## config.mk

```make
export PLATFORM = sky130hd
export DESIGN_NAME = sfr_space_decode_bank
export DESIGN_NICKNAME = d
export VERILOG_FILES = /design/src/design/sfr_space_pkg.sv /design/src/design/sfr_space_decode_bank.sv /design/src/design/working_reg_file.sv
export SDC_FILE = /design/constraint.sdc
export NUM_CORES = 1
export LEC_CHECK = 0
export ABC_AREA = 1
export BUFFER_PORTS_ARGS = -buffer_cell sky130_fd_sc_hd__buf_2
export CAP_MARGIN = 20
export CORE_ASPECT_RATIO = 0.5
export CORE_MARGIN = 3
export CORE_UTILIZATION = 62
export DETAILED_ROUTE_END_ITERATION = 12
export PLACE_DENSITY = 0.87
export SYNTH_ARGS = -nofsm -noshare
export SYNTH_HDL_FRONTEND = slang
export SYNTH_HIERARCHICAL = 1
export SYNTH_SLANG_ARGS = --single-unit
```

## constraint.sdc

```tcl
create_clock -name I_CLOCK -period 3.68 [get_ports I_CLOCK]
set_input_delay 0.736 -clock I_CLOCK [delete_from_list [all_inputs] [get_ports I_CLOCK]]
set_output_delay 0.736 -clock I_CLOCK [all_outputs]
set_load 0.01 [all_outputs]
```

## src/design/sfr_space_pkg.sv

```systemverilog
package sfr_space_pkg;

  // page that holds the special function register window
  localparam logic [7:0] WINDOW_PAGE = 8'hFF;

  // access width codes on the request port
  localparam logic [1:0] WIDTH_BIT = 2'h0;
  localparam logic [1:0] WIDTH_BYTE = 2'h1;
  localparam logic [1:0] WIDTH_WORD = 2'h2;

  // permitted unit masks, bit index equals the width code
  localparam logic [2:0] UNITS_BIT_BYTE = 3'h3;
  localparam logic [2:0] UNITS_BYTE = 3'h2;
  localparam logic [2:0] UNITS_BYTE_WORD = 3'h6;

  // register addresses
  localparam logic [15:0] OFS_PORT0_DATA = 16'hFF00;
  localparam logic [15:0] OFS_PORT1_DATA = 16'hFF01;
  localparam logic [15:0] OFS_PORT2_DATA = 16'hFF02;
  localparam logic [15:0] OFS_PORT3_DATA = 16'hFF03;
  localparam logic [15:0] OFS_PORT6_INPUT = 16'hFF06;
  localparam logic [15:0] OFS_PORT8_INPUT = 16'hFF08;
  localparam logic [15:0] OFS_CONVERTER_RESULT = 16'hFF11;
  localparam logic [15:0] OFS_PRODUCT_LOW = 16'hFF14;
  localparam logic [15:0] OFS_PRODUCT_HIGH = 16'hFF15;
  localparam logic [15:0] OFS_PORT_DIRECTION_0 = 16'hFF20;
  localparam logic [15:0] OFS_PORT_DIRECTION_1 = 16'hFF21;
  localparam logic [15:0] OFS_PORT_DIRECTION_2 = 16'hFF22;
  localparam logic [15:0] OFS_PORT_DIRECTION_3 = 16'hFF23;
  localparam logic [15:0] OFS_PULLUP_OPTION_B2 = 16'hFF32;
  localparam logic [15:0] OFS_PULLUP_OPTION_B3 = 16'hFF33;
  localparam logic [15:0] OFS_WATCHDOG_CLOCK_SELECT = 16'hFF42;
  localparam logic [15:0] OFS_WATCH_TIMER_CONTROL = 16'hFF4A;
  localparam logic [15:0] OFS_WATCHDOG_MODE = 16'hFF4B;
  localparam logic [15:0] OFS_PORT3_FUNCTION = 16'hFF53;
  localparam logic [15:0] OFS_REMOTE_TIMER_CONTROL = 16'hFF54;
  localparam logic [15:0] OFS_REMOTE_CAPTURE_A = 16'hFF55;
  localparam logic [15:0] OFS_REMOTE_CAPTURE_B = 16'hFF56;
  localparam logic [15:0] OFS_TIMER_A_COMPARE = 16'hFF57;
  localparam logic [15:0] OFS_TIMER_A_COUNT = 16'hFF58;
  localparam logic [15:0] OFS_TIMER_A_MODE = 16'hFF59;
  localparam logic [15:0] OFS_TIMER_B_COMPARE = 16'hFF5A;
  localparam logic [15:0] OFS_TIMER_B_COUNT = 16'hFF5B;
  localparam logic [15:0] OFS_TIMER_B_MODE = 16'hFF5C;
  localparam logic [15:0] OFS_TIMER_C_COMPARE = 16'hFF5D;
  localparam logic [15:0] OFS_TIMER_C_COUNT = 16'hFF5E;
  localparam logic [15:0] OFS_TIMER_C_MODE = 16'hFF5F;
  localparam logic [15:0] OFS_TIMER_D_COMPARE = 16'hFF60;
  localparam logic [15:0] OFS_TIMER_D_COUNT = 16'hFF61;
  localparam logic [15:0] OFS_TIMER_D_MODE = 16'hFF62;
  localparam logic [15:0] OFS_TIMER_E_COMPARE = 16'hFF63;
  localparam logic [15:0] OFS_TIMER_E_HIGH_COMPARE = 16'hFF64;

  // storage slots of software-written registers
  localparam int NUM_RW = 25;
  localparam logic [4:0] SLOT_PORT0_DATA = 5'h00;
  localparam logic [4:0] SLOT_PORT1_DATA = 5'h01;
  localparam logic [4:0] SLOT_PORT2_DATA = 5'h02;
  localparam logic [4:0] SLOT_PORT3_DATA = 5'h03;
  localparam logic [4:0] SLOT_DIRECTION_0 = 5'h04;
  localparam logic [4:0] SLOT_DIRECTION_3 = 5'h07;
  localparam logic [4:0] SLOT_PULLUP_B2 = 5'h08;
  localparam logic [4:0] SLOT_PULLUP_B3 = 5'h09;
  localparam logic [4:0] SLOT_WDOG_CLOCK = 5'h0A;
  localparam logic [4:0] SLOT_WATCH_CTRL = 5'h0B;
  localparam logic [4:0] SLOT_WDOG_MODE = 5'h0C;
  localparam logic [4:0] SLOT_PORT3_FUNC = 5'h0D;
  localparam logic [4:0] SLOT_REMOTE_CTRL = 5'h0E;
  localparam logic [4:0] SLOT_A_COMPARE = 5'h0F;
  localparam logic [4:0] SLOT_A_MODE = 5'h10;
  localparam logic [4:0] SLOT_B_COMPARE = 5'h11;
  localparam logic [4:0] SLOT_B_MODE = 5'h12;
  localparam logic [4:0] SLOT_C_COMPARE = 5'h13;
  localparam logic [4:0] SLOT_C_MODE = 5'h14;
  localparam logic [4:0] SLOT_D_COMPARE = 5'h15;
  localparam logic [4:0] SLOT_D_MODE = 5'h16;
  localparam logic [4:0] SLOT_E_COMPARE = 5'h17;
  localparam logic [4:0] SLOT_E_HIGH_COMPARE = 5'h18;

  // storage slots of read-only registers
  localparam int NUM_RO = 11;
  localparam logic [4:0] SLOT_PORT6 = 5'h00;
  localparam logic [4:0] SLOT_PORT8 = 5'h01;
  localparam logic [4:0] SLOT_CONVERTER = 5'h02;
  localparam logic [4:0] SLOT_PRODUCT_LOW = 5'h03;
  localparam logic [4:0] SLOT_PRODUCT_HIGH = 5'h04;
  localparam logic [4:0] SLOT_CAPTURE_A = 5'h05;
  localparam logic [4:0] SLOT_CAPTURE_B = 5'h06;
  localparam logic [4:0] SLOT_A_COUNT = 5'h07;
  localparam logic [4:0] SLOT_B_COUNT = 5'h08;
  localparam logic [4:0] SLOT_C_COUNT = 5'h09;
  localparam logic [4:0] SLOT_D_COUNT = 5'h0A;

  // after-reset values; undefined registers start at RST_UNDEFINED
  localparam logic [7:0] RST_PORT0_DATA = 8'h00;
  localparam logic [7:0] RST_DIRECTION = 8'hFF;
  localparam logic [7:0] RST_PULLUP = 8'h00;
  localparam logic [7:0] RST_COUNT = 8'h00;
  localparam logic [7:0] RST_UNDEFINED = 8'h00;
  localparam logic [15:0] RDATA_REFUSED = 16'h0000;

endpackage

```

## src/design/sfr_space_decode_bank.sv

```systemverilog
`timescale 1ns/100ps
// Contract
// - decode FF00H to FFFFH as the special function register window.
// - accept only each register's permitted widths among bit, byte, word.
// - registers are read/write, read-only or write-only; others refused.
// - reset puts every register to its fixed or undefined start value.
// - port 0 data at FF00H, bit or byte, read/write, resets 00H.
// - four direction registers FF20H-FF23H, bit or byte, reset FFH.
// - converter result FF11H is read-only, byte only, undefined reset.
// - product read-only at FF14H/FF15H, bytewise or one word.
// - timer compare registers are write-only, byte only, undefined.
// - timer count registers are read-only, byte only, reset 00H.
// - timer mode registers are read/write with bit and byte access.
// - remote capture registers FF55H and FF56H read-only, byte only.
// - pull-up registers FF32H and FF33H, bit or byte, reset 00H.
// - watchdog clock select FF42H is read/write, byte access only.
// - compare FF63H and high compare FF64H write-only, byte only.
// - eight working byte registers, also paired into four words.
module sfr_space_decode_bank
  import sfr_space_pkg::*;
(
  input wire logic I_CLOCK,
  input wire logic I_NRST,
  input wire logic I_REQ,
  input wire logic I_WRITE,
  input wire logic [15:0] I_ADDR,
  input wire logic [1:0] I_WIDTH,
  input wire logic [2:0] I_BIT_POS,
  input wire logic [15:0] I_WDATA,
  input wire logic [7:0] I_PORT6_PINS,
  input wire logic [7:0] I_PORT8_PINS,
  input wire logic [7:0] I_CONVERTER_RESULT,
  input wire logic [15:0] I_PRODUCT_WORD,
  input wire logic [7:0] I_REMOTE_CAPTURE_A,
  input wire logic [7:0] I_REMOTE_CAPTURE_B,
  input wire logic [7:0] I_TIMER_A_COUNT,
  input wire logic [7:0] I_TIMER_B_COUNT,
  input wire logic [7:0] I_TIMER_C_COUNT,
  input wire logic [7:0] I_TIMER_D_COUNT,
  input wire logic I_GPR_WRITE,
  input wire logic I_GPR_PAIR,
  input wire logic [2:0] I_GPR_SEL,
  input wire logic [15:0] I_GPR_WDATA,
  output logic O_ACK,
  output logic O_REFUSED,
  output logic [15:0] O_RDATA,
  output logic [15:0] O_GPR_RDATA,
  output logic [7:0] O_PORT0_DATA,
  output logic [7:0] O_PORT1_DATA,
  output logic [7:0] O_PORT2_DATA,
  output logic [7:0] O_PORT3_DATA,
  output logic [7:0] O_PORT_DIRECTION_0,
  output logic [7:0] O_PORT_DIRECTION_1,
  output logic [7:0] O_PORT_DIRECTION_2,
  output logic [7:0] O_PORT_DIRECTION_3,
  output logic [7:0] O_PULLUP_OPTION_B2,
  output logic [7:0] O_PULLUP_OPTION_B3,
  output logic [7:0] O_WATCHDOG_CLOCK_SELECT,
  output logic [7:0] O_WATCH_TIMER_CONTROL,
  output logic [7:0] O_WATCHDOG_MODE,
  output logic [7:0] O_PORT3_FUNCTION,
  output logic [7:0] O_REMOTE_TIMER_CONTROL,
  output logic [7:0] O_TIMER_A_COMPARE,
  output logic [7:0] O_TIMER_A_MODE,
  output logic [7:0] O_TIMER_B_COMPARE,
  output logic [7:0] O_TIMER_B_MODE,
  output logic [7:0] O_TIMER_C_COMPARE,
  output logic [7:0] O_TIMER_C_MODE,
  output logic [7:0] O_TIMER_D_COMPARE,
  output logic [7:0] O_TIMER_D_MODE,
  output logic [7:0] O_TIMER_E_COMPARE,
  output logic [7:0] O_TIMER_E_HIGH_COMPARE
);

  typedef enum logic [1:0] {KIND_NONE, KIND_RW, KIND_RO, KIND_WO} kind_e;

  typedef struct packed {
    kind_e kind;
    logic [2:0] units;
    logic [4:0] slot;
  } attr_s;

  typedef struct packed {
    logic [NUM_RW-1:0][7:0] rw;
    logic [NUM_RO-1:0][7:0] ro;
    logic [7:0] port6_meta;
    logic [7:0] port8_meta;
    logic [15:0] rdata;
    logic [15:0] gpr_rdata;
    logic ack;
    logic refused;
  } state_s;

  state_s state_reg;
  state_s state_next;
  attr_s attr;
  logic in_window;
  logic width_ok;
  logic align_ok;
  logic dir_ok;
  logic access_ok;
  logic [7:0] src_byte;
  logic [7:0] gpr_byte;
  logic [15:0] gpr_pair;

  function automatic attr_s mk(input kind_e kind, input logic [2:0] units,
                               input logic [4:0] slot);
    attr_s a;
    a.kind = kind;
    a.units = units;
    a.slot = slot;
    return a;
  endfunction

  // per-address class, permitted widths and storage slot
  function automatic attr_s decode(input logic [15:0] addr);
    attr_s a;
    a = mk(KIND_NONE, 3'h0, 5'h00);
    case (addr)
      OFS_PORT0_DATA: a = mk(KIND_RW, UNITS_BIT_BYTE, SLOT_PORT0_DATA);
      OFS_PORT1_DATA: a = mk(KIND_RW, UNITS_BIT_BYTE, SLOT_PORT1_DATA);
      OFS_PORT2_DATA: a = mk(KIND_RW, UNITS_BIT_BYTE, SLOT_PORT2_DATA);
      OFS_PORT3_DATA: a = mk(KIND_RW, UNITS_BIT_BYTE, SLOT_PORT3_DATA);
      OFS_PORT6_INPUT: a = mk(KIND_RO, UNITS_BIT_BYTE, SLOT_PORT6);
      OFS_PORT8_INPUT: a = mk(KIND_RO, UNITS_BIT_BYTE, SLOT_PORT8);
      OFS_CONVERTER_RESULT: a = mk(KIND_RO, UNITS_BYTE, SLOT_CONVERTER);
      OFS_PRODUCT_LOW:
        a = mk(KIND_RO, UNITS_BYTE_WORD, SLOT_PRODUCT_LOW);
      OFS_PRODUCT_HIGH: a = mk(KIND_RO, UNITS_BYTE, SLOT_PRODUCT_HIGH);
      OFS_PORT_DIRECTION_0:
        a = mk(KIND_RW, UNITS_BIT_BYTE, SLOT_DIRECTION_0);
      OFS_PORT_DIRECTION_1:
        a = mk(KIND_RW, UNITS_BIT_BYTE, SLOT_DIRECTION_0 + 5'h01);
      OFS_PORT_DIRECTION_2:
        a = mk(KIND_RW, UNITS_BIT_BYTE, SLOT_DIRECTION_0 + 5'h02);
      OFS_PORT_DIRECTION_3:
        a = mk(KIND_RW, UNITS_BIT_BYTE, SLOT_DIRECTION_3);
      OFS_PULLUP_OPTION_B2:
        a = mk(KIND_RW, UNITS_BIT_BYTE, SLOT_PULLUP_B2);
      OFS_PULLUP_OPTION_B3:
        a = mk(KIND_RW, UNITS_BIT_BYTE, SLOT_PULLUP_B3);
      OFS_WATCHDOG_CLOCK_SELECT:
        a = mk(KIND_RW, UNITS_BYTE, SLOT_WDOG_CLOCK);
      OFS_WATCH_TIMER_CONTROL:
        a = mk(KIND_RW, UNITS_BIT_BYTE, SLOT_WATCH_CTRL);
      OFS_WATCHDOG_MODE: a = mk(KIND_RW, UNITS_BIT_BYTE, SLOT_WDOG_MODE);
      OFS_PORT3_FUNCTION: a = mk(KIND_RW, UNITS_BIT_BYTE, SLOT_PORT3_FUNC);
      OFS_REMOTE_TIMER_CONTROL:
        a = mk(KIND_RW, UNITS_BIT_BYTE, SLOT_REMOTE_CTRL);
      OFS_REMOTE_CAPTURE_A: a = mk(KIND_RO, UNITS_BYTE, SLOT_CAPTURE_A);
      OFS_REMOTE_CAPTURE_B: a = mk(KIND_RO, UNITS_BYTE, SLOT_CAPTURE_B);
      OFS_TIMER_A_COMPARE: a = mk(KIND_WO, UNITS_BYTE, SLOT_A_COMPARE);
      OFS_TIMER_A_COUNT: a = mk(KIND_RO, UNITS_BYTE, SLOT_A_COUNT);
      OFS_TIMER_A_MODE: a = mk(KIND_RW, UNITS_BIT_BYTE, SLOT_A_MODE);
      OFS_TIMER_B_COMPARE: a = mk(KIND_WO, UNITS_BYTE, SLOT_B_COMPARE);
      OFS_TIMER_B_COUNT: a = mk(KIND_RO, UNITS_BYTE, SLOT_B_COUNT);
      OFS_TIMER_B_MODE: a = mk(KIND_RW, UNITS_BIT_BYTE, SLOT_B_MODE);
      OFS_TIMER_C_COMPARE: a = mk(KIND_WO, UNITS_BYTE, SLOT_C_COMPARE);
      OFS_TIMER_C_COUNT: a = mk(KIND_RO, UNITS_BYTE, SLOT_C_COUNT);
      OFS_TIMER_C_MODE: a = mk(KIND_RW, UNITS_BIT_BYTE, SLOT_C_MODE);
      OFS_TIMER_D_COMPARE: a = mk(KIND_WO, UNITS_BYTE, SLOT_D_COMPARE);
      OFS_TIMER_D_COUNT: a = mk(KIND_RO, UNITS_BYTE, SLOT_D_COUNT);
      OFS_TIMER_D_MODE: a = mk(KIND_RW, UNITS_BIT_BYTE, SLOT_D_MODE);
      OFS_TIMER_E_COMPARE:
        a = mk(KIND_WO, UNITS_BYTE, SLOT_E_COMPARE);
      OFS_TIMER_E_HIGH_COMPARE:
        a = mk(KIND_WO, UNITS_BYTE, SLOT_E_HIGH_COMPARE);
      default: a = mk(KIND_NONE, 3'h0, 5'h00);
    endcase
    return a;
  endfunction

  function automatic logic [7:0] rw_reset(input int slot);
    logic [7:0] v;
    v = RST_UNDEFINED;
    if (slot == int'(SLOT_PORT0_DATA))
    begin
      v = RST_PORT0_DATA;
    end
    else if (slot >= int'(SLOT_DIRECTION_0) && slot <= int'(SLOT_DIRECTION_3))
    begin
      v = RST_DIRECTION;
    end
    else if (slot == int'(SLOT_PULLUP_B2) || slot == int'(SLOT_PULLUP_B3))
    begin
      v = RST_PULLUP;
    end
    return v;
  endfunction

  function automatic logic [7:0] ro_reset(input int slot);
    logic [7:0] v;
    v = RST_UNDEFINED;
    if (slot >= int'(SLOT_A_COUNT) && slot <= int'(SLOT_D_COUNT))
    begin
      v = RST_COUNT;
    end
    return v;
  endfunction

  working_reg_file u_working_regs (
    .i_clock(I_CLOCK),
    .i_nrst(I_NRST),
    .i_write(I_GPR_WRITE),
    .i_pair(I_GPR_PAIR),
    .i_sel(I_GPR_SEL),
    .i_wdata(I_GPR_WDATA),
    .o_byte(gpr_byte),
    .o_pair(gpr_pair)
  );

  // anything outside the page belongs to other memory and gets no answer
  assign in_window = (I_ADDR[15:8] == WINDOW_PAGE);
  assign attr = decode(I_ADDR);
  assign width_ok = (I_WIDTH <= WIDTH_WORD) && attr.units[I_WIDTH];
  // an odd word address is refused rather than silently aligned
  assign align_ok = !(I_WIDTH == WIDTH_WORD && I_ADDR[0]);
  assign dir_ok = I_WRITE ? (attr.kind == KIND_RW || attr.kind == KIND_WO)
                          : (attr.kind == KIND_RW || attr.kind == KIND_RO);
  assign access_ok = (attr.kind != KIND_NONE) && width_ok && align_ok
                     && dir_ok;
  assign src_byte = (attr.kind == KIND_RO) ? state_reg.ro[attr.slot]
                                           : state_reg.rw[attr.slot];

  always_comb
  begin
    state_next = state_reg;
    state_next.ack = 1'b0;
    state_next.refused = 1'b0;
    // pins are foreign to this clock, so two stages before any reader
    state_next.port6_meta = I_PORT6_PINS;
    state_next.port8_meta = I_PORT8_PINS;
    state_next.ro[SLOT_PORT6] = state_reg.port6_meta;
    state_next.ro[SLOT_PORT8] = state_reg.port8_meta;
    state_next.ro[SLOT_CONVERTER] = I_CONVERTER_RESULT;
    state_next.ro[SLOT_PRODUCT_LOW] = I_PRODUCT_WORD[7:0];
    state_next.ro[SLOT_PRODUCT_HIGH] = I_PRODUCT_WORD[15:8];
    state_next.ro[SLOT_CAPTURE_A] = I_REMOTE_CAPTURE_A;
    state_next.ro[SLOT_CAPTURE_B] = I_REMOTE_CAPTURE_B;
    state_next.ro[SLOT_A_COUNT] = I_TIMER_A_COUNT;
    state_next.ro[SLOT_B_COUNT] = I_TIMER_B_COUNT;
    state_next.ro[SLOT_C_COUNT] = I_TIMER_C_COUNT;
    state_next.ro[SLOT_D_COUNT] = I_TIMER_D_COUNT;
    state_next.gpr_rdata = I_GPR_PAIR ? gpr_pair
                                      : {8'h00, gpr_byte};
    if (I_REQ && in_window)
    begin
      state_next.ack = 1'b1;
      state_next.refused = !access_ok;
      if (I_WRITE && access_ok)
      begin
        // no register accepts a word write, so only bit and byte land here
        if (I_WIDTH == WIDTH_BIT)
        begin
          state_next.rw[attr.slot][I_BIT_POS] = I_WDATA[0];
        end
        else
        begin
          state_next.rw[attr.slot] = I_WDATA[7:0];
        end
      end
      else if (!I_WRITE)
      begin
        if (!access_ok)
        begin
          state_next.rdata = RDATA_REFUSED;
        end
        else if (I_WIDTH == WIDTH_WORD)
        begin
          state_next.rdata = {state_reg.ro[SLOT_PRODUCT_HIGH],
                              state_reg.ro[SLOT_PRODUCT_LOW]};
        end
        else if (I_WIDTH == WIDTH_BIT)
        begin
          state_next.rdata = {15'h0000, src_byte[I_BIT_POS]};
        end
        else
        begin
          state_next.rdata = {8'h00, src_byte};
        end
      end
    end
  end

  always_ff @(posedge I_CLOCK or negedge I_NRST)
  begin
    if (!I_NRST)
    begin
      state_reg <= '0;
      for (int i = 0; i < NUM_RW; i++)
      begin
        state_reg.rw[i] <= rw_reset(i);
      end
      for (int i = 0; i < NUM_RO; i++)
      begin
        state_reg.ro[i] <= ro_reset(i);
      end
    end
    else
    begin
      state_reg <= state_next;
    end
  end

  assign O_ACK = state_reg.ack;
  assign O_REFUSED = state_reg.refused;
  assign O_RDATA = state_reg.rdata;
  assign O_GPR_RDATA = state_reg.gpr_rdata;
  assign O_PORT0_DATA = state_reg.rw[SLOT_PORT0_DATA];
  assign O_PORT1_DATA = state_reg.rw[SLOT_PORT1_DATA];
  assign O_PORT2_DATA = state_reg.rw[SLOT_PORT2_DATA];
  assign O_PORT3_DATA = state_reg.rw[SLOT_PORT3_DATA];
  assign O_PORT_DIRECTION_0 = state_reg.rw[SLOT_DIRECTION_0];
  assign O_PORT_DIRECTION_1 = state_reg.rw[SLOT_DIRECTION_0 + 5'h01];
  assign O_PORT_DIRECTION_2 = state_reg.rw[SLOT_DIRECTION_0 + 5'h02];
  assign O_PORT_DIRECTION_3 = state_reg.rw[SLOT_DIRECTION_3];
  assign O_PULLUP_OPTION_B2 = state_reg.rw[SLOT_PULLUP_B2];
  assign O_PULLUP_OPTION_B3 = state_reg.rw[SLOT_PULLUP_B3];
  assign O_WATCHDOG_CLOCK_SELECT = state_reg.rw[SLOT_WDOG_CLOCK];
  assign O_WATCH_TIMER_CONTROL = state_reg.rw[SLOT_WATCH_CTRL];
  assign O_WATCHDOG_MODE = state_reg.rw[SLOT_WDOG_MODE];
  assign O_PORT3_FUNCTION = state_reg.rw[SLOT_PORT3_FUNC];
  assign O_REMOTE_TIMER_CONTROL = state_reg.rw[SLOT_REMOTE_CTRL];
  assign O_TIMER_A_COMPARE = state_reg.rw[SLOT_A_COMPARE];
  assign O_TIMER_A_MODE = state_reg.rw[SLOT_A_MODE];
  assign O_TIMER_B_COMPARE = state_reg.rw[SLOT_B_COMPARE];
  assign O_TIMER_B_MODE = state_reg.rw[SLOT_B_MODE];
  assign O_TIMER_C_COMPARE = state_reg.rw[SLOT_C_COMPARE];
  assign O_TIMER_C_MODE = state_reg.rw[SLOT_C_MODE];
  assign O_TIMER_D_COMPARE = state_reg.rw[SLOT_D_COMPARE];
  assign O_TIMER_D_MODE = state_reg.rw[SLOT_D_MODE];
  assign O_TIMER_E_COMPARE = state_reg.rw[SLOT_E_COMPARE];
  assign O_TIMER_E_HIGH_COMPARE = state_reg.rw[SLOT_E_HIGH_COMPARE];

endmodule

```

## src/design/working_reg_file.sv

```systemverilog
`timescale 1ns/100ps
module working_reg_file
  import sfr_space_pkg::*;
(
  input wire logic i_clock,
  input wire logic i_nrst,
  input wire logic i_write,
  input wire logic i_pair,
  input wire logic [2:0] i_sel,
  input wire logic [15:0] i_wdata,
  output logic [7:0] o_byte,
  output logic [15:0] o_pair
);

  typedef struct packed {
    logic [7:0][7:0] r;
  } state_s;

  state_s state_reg;
  state_s state_next;
  logic [2:0] pair_lo;
  logic [2:0] pair_hi;

  // pair n joins bytes 2n (low) and 2n+1 (high)
  assign pair_lo = {i_sel[1:0], 1'b0};
  assign pair_hi = {i_sel[1:0], 1'b1};
  assign o_byte = state_reg.r[i_sel];
  assign o_pair = {state_reg.r[pair_hi], state_reg.r[pair_lo]};

  always_comb
  begin
    state_next = state_reg;
    if (i_write && i_pair)
    begin
      state_next.r[pair_lo] = i_wdata[7:0];
      state_next.r[pair_hi] = i_wdata[15:8];
    end
    else if (i_write)
    begin
      state_next.r[i_sel] = i_wdata[7:0];
    end
  end

  always_ff @(posedge i_clock or negedge i_nrst)
  begin
    if (!i_nrst)
    begin
      state_reg <= '0;
    end
    else
    begin
      state_reg <= state_next;
    end
  end

endmodule
```

# Yosys cells after proc, flatten, opt, wreduce, memory -nomap -nowiden
# Index checks and enable logic that the tools add are counted.
# word_totals
reg_bits,402
inputBits,150
word_cells,170
# op_classes
bitwise_logic,2
magnitude_cmp,13
eq_ne,41
n_reduce_logical,22
n_mux,42
# op_table
cell,count
"equality test 16 bit, second input constant",36
bitwise mux 200 bit,2
one-hot mux 10 bit (36 select lines),1
two-way mux 200 bit,1
bitwise mux 64 bit,3
two-way mux 64 bit,2
two-way mux 8 bit,12
demux 8 bit (select 5 bit),2
two-way mux 16 bit,3
binary-select mux 8 bit (select 5 bit),1
binary-select mux 8 bit (select 2 bit),2
binary-select mux 8 bit (select 4 bit),1
demux 8 bit (select 2 bit),2
binary-select mux 8 bit (select 3 bit),1
demux 8 bit (select 3 bit),1
"less-than comparator 3 x 4 -> 1 bit, second input constant",4
logical AND 1 bit,13
">= comparator 3 x 1 -> 1 bit, second input constant",4
"equality test 8 bit, second input constant",1
"equality test 2 bit, second input constant",3
"less-than comparator 5 x 6 -> 1 bit, second input constant",1
">= comparator 5 x 1 -> 1 bit, second input constant",1
"less-than comparator 5 bit, second input constant",1
two-way mux 1 bit,4
other kinds (14),18

# Depth between registers and ports, before layout
# logic_depth
ltp_word,11
ltp_mapped,27
depth_no_buf,25

# Modules after synthesis
# The synthesis kept the hierarchy.
# modules_own_cells
mod,n_inst,cells_per_inst,area_each_um2
sfr_space_decode_bank,1,2495,18715.4
working_reg_file,1,634,4111.4

# Worst setup path before layout
# OpenSTA, ideal clock, no wires.
# synth_path
path_type,input to register
startpoint,in I_ADDR[9]
endpoint,"reg state_reg, in the netlist O_PORT2_DATA[6]"
n_path_buf,4
path_slack_ns,0.660
setup_ns,0.132
required_time_ns,3.548
arrival_time_ns,2.889
stages,20
path_cell_list,nand2_1 nor2_2 nand2_2 buf_6 buf_6 buf_6 nor3_4 nor3_1 nand2_1 inv_2 nand2_2 or2_1 nand4_2 nor2_4 buf_4 nand3_1 inv_2 nand2_1 nand2_1 o21ai_1
# synth_via
elab_chain_cells,10
word_cells_on_any_way,64
# synth_rtl
item,line,source
"start, declared",sfr_space_decode_bank.sv:26,"input wire logic [15:0] I_ADDR,"
branches (longest 10 deep; another with less-than comparator 5 x 6 -> 1 bit),-,
"end signal, assigned",sfr_space_decode_bank.sv:301,state_reg <= state_next;
"end, declared",sfr_space_decode_bank.sv:94,state_s state_reg;
# Several ways; the timed one is not identified. The select of a mux whose other input is x is not followed.
# A chain may end at the register's enable or synchronous reset.

# Worst setup path after layout
# layout_path
startpoint,in I_ADDR[0]
endpoint,"reg state_reg, in the netlist O_RDATA[0]"
# layout_via
elab_chain_cells,11
word_cells_on_any_way,65
# layout_rtl
item
branches (longest 11 deep; another with one-hot mux 10 bit (36 select lines))
# Several ways; the timed one is not identified. The select of a mux whose other input is x is not followed.

==> summary.md <==
| Metric | Value |
|---|---|
| CP startpoint | `I_ADDR[0]` |
| Count leader, synth | `nand2_1` |
| CP Capture Type | `flip-flop` |
| Max FFs per register | `88` |
| Post-synth EDFFs | `0` |
| Crit path to | `O_RDATA[0]` |
| Actual slew at the worst max-slew pin | `0.833 ns` |
| Async set or reset register ratio after synthesis | `100%` |
| Worst VDD drop | `0.472 mV` |
| Min Tclk post-route | `3.49 ns` |
| Final net count | `3,615` |
| Setup violators final | `0` |
| DRC Markers | `0` |
| Worst hold margin | `0.215 ns` |
| Outcome | `completed` |
| Clock sink count | `402` |
| Slew Limit Fails | `0` |
| Worst setup SP type | `primary input` |
| Rows | `48` |
| Layout Skew | `0.0245 ns` |
| Root buffer cell | `clkbuf_16` |
| IO Count | `384` |
| Critical Path RT | `4.17 ns` |
| Largest net degree at the start of global routing | `99` |
| Die height | `142 um` |
| Synth Instances | `3,129` |
| Ranking of synthesized cells by area | `dfrtp_1, nand2_1, buf_4` |
| Drt via density | `5.91` |
| Synth top cells by count | `nand2_1, dfrtp_1, nor2_1` |
| Gr usage total | `41.5%` |
| DRT Pass-1 Iters | `6` |
| CTS tree | `yes` |
| FF-to-FF setup slack | `1.54 ns` |
| DR vias | `23,500` |
| Max_cap viols | `0` |
| Finished Cell Area | `26,500 um2` |
| Die area | `39,300 um2` |
| CTS clk-pin slew, worst paths | `0.07 ns` |
| Ys flop type | `dfrtp_1` |
| Hpwl dp | `61,400 um` |
| Mapped cell area | `22,800 um2` |
| Fmax | `286 MHz` |
| Final worst path period share | `94.9%` |
| FF-to-FF path depth | `14` |
| Global placer's final weighted congestion | `1.07` |
| Total chip power | `9.74 mW` |
| Syn_nets | `3,279` |
| Initial Util | `64.5%` |
| CTS Hold Buffers Added | `0` |
| Netlist cell types | `45` |
| H-tree levels | `2` |
| Final WL | `84,300 um` |
| Setup TNS | `0 ns` |
| Leakage power | `14.2 nW` |
| Setup repair after global routing missed its margin | `false` |
| Initial antenna violation count | `0` |
| Total grt overflow | `0` |
| Synth warnings | `6` |
| Worst R2R End | `O_RDATA[0]` |
| WS Path Type | `primary input to flip-flop` |
| Die extent in x | `277 um` |
| Routed length per instance | `21.2 um` |
| Post-synthesis sequential area ratio | `44.2%` |
| Layout cell share with drive strength beyond 1 | `24.0%` |
| Post-synth top area share | `40.6%` |
| Rel. slew slack | `44.4%` |
| Dpl cell area | `25,100 um2` |
| DRT iter0 DRCs | `3,702` |
| Final ANT Viol Nets | `0` |
| Clk buf depth | `3` |
| First-pass GRT wire length | `126,000 um` |
| CP arrival | `3.98 ns` |
| Mean Syn Cell Area | `7.30 um2` |
| Synth area leader | `dfrtp_1` |
| Clk_lat worst skew | `0.57 ns` |
| # port buffers | `375` |
| Pwr Density | `368 nW/um2` |
| Fin util | `74.9%` |
| Cts bufs inserted | `38` |
| Filler Cells Inserted | `2,584` |
| CORE AREA | `35,400 um2` |
| Number of synthesized register bits | `402` |
| Vias in the first global route | `22,000` |
| Crit path max fanout | `15` |
| Final hold vios | `0` |
| Worst Hold Class | `primary input to async pin` |
| R2r startpoint | `O_PORT_DIRECTION_2[6]` |
| Ant. Diodes | `0` |
| Area delta synth->final | `16.0%` |
logic make-up (layout without fill, tap and decap cells):
kind of cell	Yosys count	in the layout	share of synthesized area [%]
and+or+nand+nor	1710	1710	31.4
buffers and inverters	605	971	14.3
DFF	402	402	44.2
AOI/OAI and AO/OA	399	399	9.41
muxes	13	13	0.614
worst max-delay path, cell delays in order:
cell	delay, ns
buf_2	0.12
inv_1	0.09
nand2_1	0.09
buf_4	0.13
nor2_1	0.26
nand2_1	0.15
nor2_1	0.15
nor2_1	0.05
nand2_1	0.11
inv_1	0.07
nand2_1	0.15
nor2_8	0.10
nor2_8	0.30
buf_4	0.27
nand2_1	0.08
nand3_1	0.11
nand2_1	0.06
nand2_1	0.11
nand3_1	0.19
nand3_1	0.13
nand2_1	0.06
nor2_1	0.13
nand2_1	0.09
nand2_1	0.10
nand2_1	0.06
nand2_1	0.05
worst min-delay path by stage:
| stage | startpoint | end | slack, ns | cells past startpoint |
|---|---|---|---|---|
| floorplan | state_next[50] | state_reg[50] | 0.33 | 0 |
| global placement | state_next[63] | state_reg[63] | 0.33 | 0 |
| detailed placement | state_next[63] | state_reg[63] | 0.33 | 0 |
| CTS | I_NRST | u_working_regs/state_reg[39] | 0.25 | 1 |
| global route | I_TIMER_D_COUNT[7] | state_reg[137] | 0.27 | 1 |
| finish | I_NRST | u_working_regs/state_reg[23] | 0.21 | 1 |
report_power, final:
part / switching, mW / internal [mW]
clock: 1.90 / 2.35
sequential: 0.102 / 4.58
combinational: 0.553 / 0.247
through the flow:
stage          cells  setup WS [ns]
3_5_place_dp    3900         -0.142
2_1_floorplan   3129          0.660
6_report        3970          0.189
3_3_place_gp    3900         -0.110
4_1_cts         3970          0.329
5_1_grt         3970        0.00936
layout by cell type, fill, tap and decap left out, drive strengths merged, types with 5 or more instances in the layout:
master,instances
buf,626
nand2,1109
clkinv,13
nand3b,29
mux2i,5
clkbuf,50
o22ai,14
a21oi,34
nor2,303
mux2,8
nand4,30
dfrtp,370
or2,11
o21a,14
o211ai,9
nand3,194
nor3,30
a22oi,7
inv,278
dfstp,32
o21ai,314
routing by layer:
layer / wire, um / up-vias / track usage, %
li1: - / 10400 / -
met1: 29800 / 10800 / 52.4
met2: 37600 / 1877 / 65.7
met3: 11100 / 456 / 10.3
met4: 5880 / 0 / 24.1
met5: 0 / - / 0
area by class of cell:
cell class / instances / area, um2 / area share, %
Timing Repair Buffer: 626 / 3950 / 14.9
Clock inverter: 20 / 219 / 0.827
Inverter: 275 / 1040 / 3.91
Multi-Input combinational cell: 2122 / 9490 / 35.8
Sequential cell: 402 / 10100 / 38.1
Tap cell: 475 / 594 / 2.24
Clock buffer: 50 / 1100 / 4.14
timing repair:
item / 4_1_cts / 5_1_grt
setup endpoints to repair: 0 / 1
setup buffers: 0 / 0
gates resized for setup: 0 / 6
No activity file was read; power rests on OpenSTA's default activity.
